`src/pkg/aioc_consts.svh`:
```
`ifndef AIOC_CONSTS_SVH
`define AIOC_CONSTS_SVH

// data port width and conversion length in converter clock cycles
`define AIOC_DATA_W        8
`define AIOC_CONV_CYCLES   8
// reset value of the dac registers
`define AIOC_DAC_RESET     8'h00
// msb position on the data port
`define AIOC_MSB           7
// midscale offset flipped to move between binary and twos complement
`define AIOC_SIGN_FLIP     8'h80
// interface modes
`define AIOC_MODE_ST       1'b0
`define AIOC_MODE_RD       1'b1

`endif

```
`src/pkg/aioc_pkg.sv`:
```
package aioc_pkg;

   // host bus strobes, active low; dac_sel high selects the second dac register
   typedef struct packed {
      logic cs_n;
      logic rd_n;
      logic wr_n;
      logic dac_sel;
   } aioc_bus_type;

   // static analog and interface mode straps
   typedef struct packed {
      logic dual_supply;
      logic range_wide;
      logic rd_starts;
   } aioc_mode_type;

   typedef enum logic [1:0] {
      AIOC_IDLE = 2'b00,
      AIOC_WAIT = 2'b01,
      AIOC_CONV = 2'b10
   } aioc_state_type;

endpackage

```
`src/aioc_sar.sv`:
```
`timescale 1ns/1ps
`include "aioc_consts.svh"

// successive approximation engine, steps on each converter clock enable
module aioc_sar #(
   parameter int WIDTH = `AIOC_DATA_W
) (
   input  wire logic             sys_clk,
   input  wire logic             rstn,
   input  wire logic             start,
   input  wire logic             step,
   input  wire logic             cmp_high,
   output logic                  done,
   output logic [WIDTH-1:0]      trial,
   output logic [WIDTH-1:0]      result
);

   // elaboration check: a single bit leaves no approximation to make
   if (WIDTH < 2)
   begin
      $error("aioc_sar: width too small");
   end

   logic [WIDTH-1:0] sar;
   logic [WIDTH-1:0] bitpos;
   logic [WIDTH-1:0] next_sar;
   logic [WIDTH-1:0] next_bitpos;
   logic [WIDTH-1:0] next_result;
   logic             next_done;

   assign trial = sar | bitpos;

   // keep the trial bit if the comparator says input is above it
   always_comb
   begin
      next_sar    = sar;
      next_bitpos = bitpos;
      next_result = result;
      next_done   = 1'b0;
      if (start)
      begin
         next_sar    = '0;
         next_bitpos = {1'b1, {(WIDTH-1){1'b0}}};
      end
      else if (step && bitpos != '0)
      begin
         next_sar    = cmp_high ? trial : sar;
         next_bitpos = bitpos >> 1;
         if (bitpos[0])
         begin
            next_result = cmp_high ? trial : sar;
            next_sar    = '0;
            next_done   = 1'b1;
         end
      end
   end

   always_ff @(posedge sys_clk or negedge rstn)
   begin
      if (!rstn)
      begin
         sar    <= '0;
         bitpos <= '0;
         result <= '0;
         done   <= 1'b0;
      end
      else
      begin
         sar    <= next_sar;
         bitpos <= next_bitpos;
         result <= next_result;
         done   <= next_done;
      end
   end

endmodule

```
`src/aioc_ctrl.sv`:
```
`timescale 1ns/1ps
`include "aioc_consts.svh"

module aioc_ctrl #(
   parameter int WIDTH = `AIOC_DATA_W
) (
   input  wire logic                 sys_clk,
   input  wire logic                 rstn,
   input  wire logic                 reset_n,
   input  aioc_pkg::aioc_bus_type    bus,
   input  aioc_pkg::aioc_mode_type   mode,
   input  wire logic                 start_convert_n,
   input  wire logic                 conv_clk,
   input  wire logic                 cmp_high,
   input  wire logic [WIDTH-1:0]     data_port_in,
   output logic [WIDTH-1:0]          data_port_out,
   output logic                      data_port_oe,
   output logic                      busy_n,
   output logic                      int_n,
   output logic                      track_hold,
   output logic [WIDTH-1:0]          dac_trial,
   output logic [WIDTH-1:0]          first_dac_register,
   output logic [WIDTH-1:0]          second_dac_register,
   output logic [WIDTH-1:0]          first_dac_code,
   output logic [WIDTH-1:0]          second_dac_code,
   output logic                      range_wide,
   output logic                      bipolar
);

   // elaboration check: one sar bit per converter clock, so the port width is also the conversion length
   if (WIDTH != `AIOC_DATA_W || WIDTH != `AIOC_CONV_CYCLES)
   begin
      $error("aioc_ctrl: only an 8-bit port is served");
   end

   // flip msb to move between offset binary inside and twos complement outside
   function automatic logic [WIDTH-1:0] fmt(input logic [WIDTH-1:0] v, input logic dual);
      fmt = dual ? (v ^ `AIOC_SIGN_FLIP) : v;
   endfunction

   // edge helpers on a strobe and its previous-cycle sample
   function automatic logic fall_seen(input logic prev, input logic now);
      fall_seen = prev & ~now;
   endfunction

   function automatic logic rise_seen(input logic prev, input logic now);
      rise_seen = ~prev & now;
   endfunction

   aioc_pkg::aioc_state_type state;
   aioc_pkg::aioc_state_type next_state;
   logic             st_q;
   logic             rd_q;
   logic             cs_q;
   logic             wr_q;
   logic             clk_q;
   logic             next_int_n;
   logic             next_hold;
   logic [WIDTH-1:0] next_first;
   logic [WIDTH-1:0] next_second;
   logic [WIDTH-1:0] next_out;
   logic             start_ev;
   logic             clk_en;
   logic             sar_start;
   logic             sar_done;
   logic [WIDTH-1:0] sar_result;

   // previous-cycle strobe samples for edge detection
   always_ff @(posedge sys_clk or negedge rstn)
   begin
      if (!rstn)
      begin
         st_q  <= 1'b1;
         rd_q  <= 1'b1;
         cs_q  <= 1'b1;
         wr_q  <= 1'b1;
         clk_q <= 1'b0;
      end
      else
      begin
         st_q  <= start_convert_n;
         rd_q  <= bus.rd_n;
         cs_q  <= bus.cs_n;
         wr_q  <= bus.wr_n;
         clk_q <= conv_clk;
      end
   end

   // conv_clk is the external or rc-derived converter clock, sampled here
   assign clk_en = fall_seen(clk_q, conv_clk);
   assign start_ev = fall_seen(st_q, start_convert_n)
                   | (mode.rd_starts & ~bus.cs_n & fall_seen(rd_q, bus.rd_n));
   assign sar_start = (state == aioc_pkg::AIOC_IDLE) && start_ev;

   aioc_sar #(
      .WIDTH(WIDTH)
   ) u_sar (
      .sys_clk  (sys_clk),
      .rstn     (rstn),
      .start    (sar_start),
      .step     (clk_en && state == aioc_pkg::AIOC_CONV),
      .cmp_high (cmp_high),
      .done     (sar_done),
      .trial    (dac_trial),
      .result   (sar_result)
   );

   // conversion sequencer; reset_n is deliberately not used here
   always_comb
   begin
      next_state = state;
      next_hold  = track_hold;
      unique case (state)
         aioc_pkg::AIOC_IDLE:
            if (start_ev)
            begin
               next_state = aioc_pkg::AIOC_WAIT;
               next_hold  = 1'b1;
            end
         aioc_pkg::AIOC_WAIT:
            next_state = aioc_pkg::AIOC_CONV;  // busy falls after the hold
         aioc_pkg::AIOC_CONV:
            if (sar_done)
            begin
               next_state = aioc_pkg::AIOC_IDLE;
               next_hold  = 1'b0;
            end
         default:
            next_state = aioc_pkg::AIOC_IDLE;
      endcase
   end

   always_ff @(posedge sys_clk or negedge rstn)
   begin
      if (!rstn)
      begin
         state      <= aioc_pkg::AIOC_IDLE;
         track_hold <= 1'b0;
      end
      else
      begin
         state      <= next_state;
         track_hold <= next_hold;
      end
   end

   assign busy_n = (state != aioc_pkg::AIOC_CONV);

   // interrupt and dac registers; completion wins over a same-cycle clear
   always_comb
   begin
      next_int_n  = int_n;
      next_first  = first_dac_register;
      next_second = second_dac_register;
      next_out    = data_port_out;
      if (rise_seen(cs_q, bus.cs_n) | rise_seen(rd_q, bus.rd_n))
         next_int_n = 1'b1;
      if (!reset_n)
      begin
         next_int_n  = 1'b1;
         next_first  = `AIOC_DAC_RESET;
         next_second = `AIOC_DAC_RESET;
      end
      if (sar_done)
      begin
         next_int_n = 1'b0;
         next_out   = fmt(sar_result, mode.dual_supply);
      end
      if (!bus.cs_n && rise_seen(wr_q, bus.wr_n) && reset_n)
      begin
         if (bus.dac_sel)
            next_second = data_port_in;
         else
            next_first = data_port_in;
      end
   end

   always_ff @(posedge sys_clk or negedge rstn)
   begin
      if (!rstn)
      begin
         int_n               <= 1'b1;
         first_dac_register  <= `AIOC_DAC_RESET;
         second_dac_register <= `AIOC_DAC_RESET;
         data_port_out       <= '0;
      end
      else
      begin
         int_n               <= next_int_n;
         first_dac_register  <= next_first;
         second_dac_register <= next_second;
         data_port_out       <= next_out;
      end
   end

   assign data_port_oe = ~bus.cs_n & ~bus.rd_n;
   // dac codes in internal offset binary, same mode for both dacs
   assign first_dac_code  = fmt(first_dac_register, mode.dual_supply);
   assign second_dac_code = fmt(second_dac_register, mode.dual_supply);
   assign range_wide = mode.range_wide;
   assign bipolar    = mode.dual_supply;

endmodule

```
`config.mk`:
```
export PLATFORM = sky130hd
export DESIGN_NAME = aioc_ctrl
export DESIGN_NICKNAME = d
export VERILOG_FILES = /design/src/pkg/aioc_pkg.sv /design/src/aioc_sar.sv /design/src/aioc_ctrl.sv
export VERILOG_INCLUDE_DIRS = /design/src /design/src/pkg
export SDC_FILE = /design/constraint.sdc
export NUM_CORES = 1
export LEC_CHECK = 0
export ABC_AREA = 1
export ABC_CLOCK_PERIOD_IN_PS = 1700
export BUFFER_PORTS_ARGS = -buffer_cell sky130_fd_sc_hd__buf_4
export CAP_MARGIN = 15
export CORE_UTILIZATION = 52
export DETAILED_ROUTE_END_ITERATION = 16
export PLACE_DENSITY = 0.79
export SLEW_MARGIN = 20
export SYNTH_ARGS = -nofsm -noshare
export SYNTH_HDL_FRONTEND = slang
export SYNTH_SLANG_ARGS = --single-unit
```
`constraint.sdc`:
```
create_clock -name sys_clk -period 1.7 [get_ports sys_clk]
set_clock_uncertainty 0.15 [all_clocks]
set_input_delay 0.34 -clock sys_clk [delete_from_list [all_inputs] [get_ports sys_clk]]
set_output_delay 0.34 -clock sys_clk [all_outputs]
set_load 0.005 [all_outputs]
```
==> results of run 1 <==
-- registers in the layout (all words and copies together) (netlist names) --
signal / flops
u_sar.done: 1
data_port_out: 8
second_dac_register: 8
state: 2
u_sar.bitpos: 8
st_q: 1
first_dac_register: 8
int_n: 1
u_sar.result: 8
u_sar.sar: 8
wr_q: 1
clk_q: 1
rd_q: 1
cs_q: 1
track_hold: 1
-- tightest hold or removal path: stages --
cell and delay, ps:
buf_4 90, nand2_1 40, o21ai_0 60
-- placed cells by master (no fill, tap or decap), types with 3 or more instances in the layout --
master         instances
nand2_1              105
nand4_1               15
o21ai_0               23
nor2_4                 3
dfstp_2                5
nand3_1               10
clkbuf_8              10
o21ai_1                3
dlygate4sd3_1          6
nand2_2                4
buf_4                 77
nand3_2               12
inv_1                 26
inv_2                  3
dfrtp_1               53
-- area by class of cell --
type                            instances  area [µm²]  share of cell area
Inverter                               29         109              0.0305
Sequential cell                        58        1460               0.408
Tap cell                               70        87.6              0.0245
Timing Repair Buffer                   86         689               0.193
Clock inverter                          5        77.6              0.0217
Clock buffer                           11         141              0.0396
Multi-Input combinational cell        191        1010               0.283
-- metrics by stage --
stage | setup WS (ps) | total power [mW] | area, µm² | cells | setup TNS [ps]
global route | -10.0 | 4.38 | 3570 | 450 | -29.2
global placement | 183 | 2.67 | 3230 | 427 | 0
CTS | 21.4 | 4.11 | 3510 | 449 | 0
finish | 38.1 | 4.16 | 3570 | 450 | 0
floorplan | 357 | 2.40 | 2770 | 306 | 0
detailed placement | 131 | 2.70 | 3230 | 427 | 0
-- worst max-delay path by stage --
stage / start / cells past startpoint / to
floorplan: rd_q / 8 / u_sar.sar[1]
global placement: rd_q / 7 / u_sar.bitpos[4]
detailed placement: bus[3] / 7 / u_sar.bitpos[3]
CTS: u_sar.bitpos[0] / 4 / dac_trial[0]
global route: conv_clk / 9 / u_sar.bitpos[2]
finish: conv_clk / 9 / u_sar.bitpos[3]
-- per-layer routing --
metal	global-route usage	up-vias
li1	-	1097
met1	0.260	1034
met2	0.373	95
met3	0.0817	7
met4	0.0755	0
met5	0	-
-- power by group through the flow --
stage | Clock [mW] | Combinational (mW) | Sequential, mW
after global placement | 0 | 1.03 | 1.64
final | 1.38 | 1.15 | 1.62
after detailed placement | 0 | 1.06 | 1.64
after global routing | 1.47 | 1.27 | 1.64
after CTS | 1.42 | 1.07 | 1.62
after floorplan | 0 | 0.768 | 1.63
-- cells by family (layout without fill, tap and decap cells) --
group | Yosys count | count (layout) | share of synthesized area
buffers and inverters | 58 | 131 | 0.126
AOI/OAI and AO/OA | 29 | 29 | 0.0533
DFF | 58 | 58 | 0.526
and+or+nand+nor | 158 | 159 | 0.286
xor gates and xnor gates | 3 | 3 | 0.00948
-- timing repair --
item	in CTS	in global routing
endpoints found under the hold margin	25	0
gates resized for setup	0	7
setup buffers	0	1
endpoints found under the setup margin	0	24
hold buffers	6	0
==> flow_summary.ini, run 1 <==
[pwr]
clockPowerShare = 0.332
switchingPower_mw = 1.33
p_per_area_nw_per_um2 = 1160
comb_power_share = 0.277
power.leakage_nw = 1.92
p_int_mw = 2.83
p_seq_frac = 0.391
p_sw_frac = 0.320
ir_worst_vdd_uv = 998

[die]
fp.dieH_um = 75.0
die_area_um2 = 5630
fp.dieW_um = 75.0
core_area_um2 = 5110
rows = 26
start_util = 0.543
ios = 75

[final_layout]
fillCellCount = 362
syn2layout_area_growth_pct = 28.9
antennaDiodeCount = 0
nNetsFinal = 396
drive_gt1_frac = 0.342
fin_util = 0.700

[route]
vias_per_cell = 4.96
dr.max_layer_used = met4
avgRoutedWirePerCell_um = 12.9
wl_met1_mm = 2.43
dr.first_iter.drc_count = 148
drtPass1Iterations = 4
drc = 0
dr_wl_met2_mm = 2.86
vias = 2233
finalWirelength_mm = 5.81
drtAntennaViolNets = 0
wl_met3_um = 438

[clocking]
cts.path.max_buffers = 2
clk_pin_slew_ps = 70
cts_tree = yes
cts_buffers = 9
cts_sinks = 58
cts_max_level = 3
cts_root_buffer = clkbuf_8
clk_latency_ps = 330

[hold_path]
hold_path_class = input port to register
whs_path_depth = 3
hold-path-endpoint = first_dac_register[4]
min_from = data_port_in[4]

[yosys]
synthArstFlopShare = 1.00
synth_common_cells = 106 x nand2_1, 53 x dfrtp_1, 26 x inv_1
syn_area_per_cell_um2 = 9.06
synth_top_cell_by_area = dfrtp_1
synthCells = 306
synth_edf_count = 0
ys.flop_type = dfrtp_1
synth_top_cell_area_share = 0.479
netlist_area_um2 = 2770
synthesis.nets = 327
yosysMostFrequentCell = nand2_1
synthDistinctLibCells = 25
ys_seq_area_frac = 0.526
synth_warnings = 0
synth-seq-cells = 58
synthTopCellsByArea = dfrtp_1 48%, nand2_1 14%, buf_4 5.1%, dfstp_2 4.7%, o21ai_0 4.2%

[sta]
fin_crit_sh = 0.978
worst_pin_slew_ps = 356
finalHoldViolCount = 0
max-slew-margin-rel = 0.762
fmax_mhz = 602
rsz0062_at_grt = yes
fin_crit_ps = 1660
finalSetupViolCount = 0
whs_ps = 83.6
slew_viol_final = 0

[worst_setup_path]
slowest_stage = dlygate4sd3_1
r2r_setup_slack_ps = 170
critPathArrivalTime_ps = 1730
crit_chain = dlygate4sd3_1 > buf_4 > inv_1 > nand2_2 > nor2_8 > buf_12 > nand2_8 > nand3_1 > nand2_1
end_kind = register
slowest_delay_ps = 540
crit_family = buffers and inverters
path_buf_inv = 4
crit_path_max_fanout = 8
r2r_cells = 7
r2r_start = u_sar.bitpos[4]
r2r-end = u_sar.result[0]
critical_path_class = input port to register
cp-start-kind = input port
required_ps = 1770

[global_route]
grt_pass1_wl_mm = 9.12
grt_max_degree = 29
grtUsageTotal = 0.221
antenna_found_initial = 0
overflow = 0
grt_pass1_vias = 2087

[placement]
dpl.hpwl_mm = 4.06
routabilityCongestion = 0.901
numPortBuffers = 72

[run_status]
outcome = finished clean

[flow_run]
max-cap-violations = 0
No activity file was read; power rests on OpenSTA's default activity.
==> run 2: changes to the inputs <==
- ABC_CLOCK_PERIOD_IN_PS: 1700 -> 2100
- CORE_ASPECT_RATIO: unset -> 2
- CORE_UTILIZATION: 52 -> 56
- PLACE_DENSITY: 0.79 -> 0.84
- clock period: 1.7 -> 2.1 ns (I/O delays scaled with it)
==> run 2 against run 1 <==
The flow now finishes with violations (negative hold slack). Via count down 1.2%. Setup slack better by 390 ps. Combinational power shrank 28%. Count of clock-buffer cells in the layout increased by 2. Die area down 6.7%. Total power down 24%. Worst hold slack got worse by 110 ps. Largest cell class unchanged. Largest power group unchanged.
==> flow_summary.ini, run 2 (synthesis results as in run 1) <==
[run_status]
outcome = finished with violations
failed_checks = negative hold slack

[route]
drtPass1Iterations = 4
dr_wl_met2_mm = 2.96
avgRoutedWirePerCell_um = 13.3
dr.first_iter.drc_count = 78
wl_met3_um = 316
drc = 0
finalWirelength_mm = 5.62
drtAntennaViolNets = 0
wl_met1_mm = 2.09
vias_per_cell = 5.24
dr.max_layer_used = met4
vias = 2206

[global_route]
antenna_found_initial = 0
overflow = 0
grt_pass1_wl_mm = 9.18
grt_pass1_vias = 2104
grt_max_degree = 59
grtUsageTotal = 0.240

[final_layout]
most-common-layout-cells = 106 x nand2_1, 73 x buf_4, 53 x dfrtp_1
antennaDiodeCount = 0
layout.cells.non_filler = 421
nNetsFinal = 382
drive_gt1_frac = 0.320
syn2layout_area_growth_pct = 20.5
layout_commonest_cell = nand2_1

[sta]
finalHoldViolCount = 22
fin_crit_ps = 1670
worst_pin_slew_ps = 711
fin_crit_sh = 0.796
tns_ps = 0
finalSetupViolCount = 0
rsz0062_at_grt = no
slew_viol_final = 0
whs_ps = -27.8
fmax_mhz = 598
max-slew-margin-rel = 0.526

[placement]
dpl.hpwl_mm = 4.08
routabilityCongestion = 0.857
dp.cells = 405
numPortBuffers = 72

[clocking]
clk_pin_slew_ps = 60
cts_resized = 0
ctsHoldBuffers = 0
cts.path.max_buffers = 2
cts_max_level = 3
cts_sinks = 58
cts_tree = yes
clk_latency_ps = 340
cts_root_buffer = clkbuf_8
cts_buffers = 9
cts_setup_buffers = 0

[die]
core_area_um2 = 4690
rows = 35
fp.dieH_um = 101
fp.dieW_um = 51.7
start_util = 0.591
die_area_um2 = 5250
ios = 75

[pwr]
power.leakage_nw = 1.83
ir_worst_vdd_uv = 995
p_per_area_nw_per_um2 = 941

[flow_run]
max-cap-violations = 0

[worst_setup_path]
cp-start-kind = register
end_kind = primary output
r2r_start = rd_q
crit_path_start = u_sar.bitpos[0]
critical_path_class = register to primary output
endpoint = dac_trial[0]
critPathArrivalTime_ps = 1100
r2r_setup_slack_ps = 510
r2r-end = u_sar.bitpos[4]
required_ps = 1530
r2r_cells = 7
crit_path_max_fanout = 9

[hold_path]
hold_path_class = input port to async pin
run 2: changes by cell type in the layout (fill, tap and decap cells not counted), moves of 2 or more:
cell and change:
buf_12 -2, clkbuf_1 +2, buf_4 -4, nand3_1 +2, dlygate4sd3_1 -6
run 2: report_power, final:
part | switching (mW) | internal (mW)
clock | 0.414 | 0.577
sequential | 0.0901 | 1.23
combinational | 0.516 | 0.315
total | 1.02 | 2.12
run 2: how the worst min path moves through the flow:
stage,to,depth (start not counted),slack (ps),startpoint
detailed placement,u_sar.result[0],2,310,u_sar.result[0]
CTS,second_dac_register[2],1,8,rstn
floorplan,clk_q,0,-30,rstn
finish,second_dac_register[2],1,-30,rstn
global route,st_q,1,40,start_convert_n
global placement,data_port_out[0],2,310,data_port_out[0]
run 2: layer usage:
layer | up-vias | GRT usage
met2 | 86 | 0.427
li1 | 1068 | -
met5 | - | 0
met1 | 1031 | 0.250
met3 | 21 | 0.0526
met4 | 0 | 0.139
run 2: layout make-up:
class | count | area [µm²]
clock buffer | 13 | 149
clock inverter | 3 | 40.0
fill | 366 | 1350
inverter | 29 | 109
multi-input combinational | 190 | 966
sequential | 58 | 1460
tap | 55 | 68.8
timing repair buffer | 73 | 548
run 2: metrics by stage:
stage / area, µm² / utilization / setup WS, ps / hold WS (ps) / power, mW
finish: 3340 / 0.712 / 428 / -27.8 / 3.14
detailed placement: 3150 / 0.672 / 401 / 310 / 2.17
floorplan: 2770 / - / 757 / -25.6 / 1.94
CTS: 3340 / 0.712 / 426 / 8.00 / 3.16
global placement: 3150 / 0.672 / 445 / 305 / 2.15
global route: 3340 / 0.712 / 372 / 42.2 / 3.30
run 2: worst max-delay path, cell delays in order, from the launching register on:
cell,delay (ps)
dfrtp_1,390
inv_2,150
nand2_1,90
buf_4,140
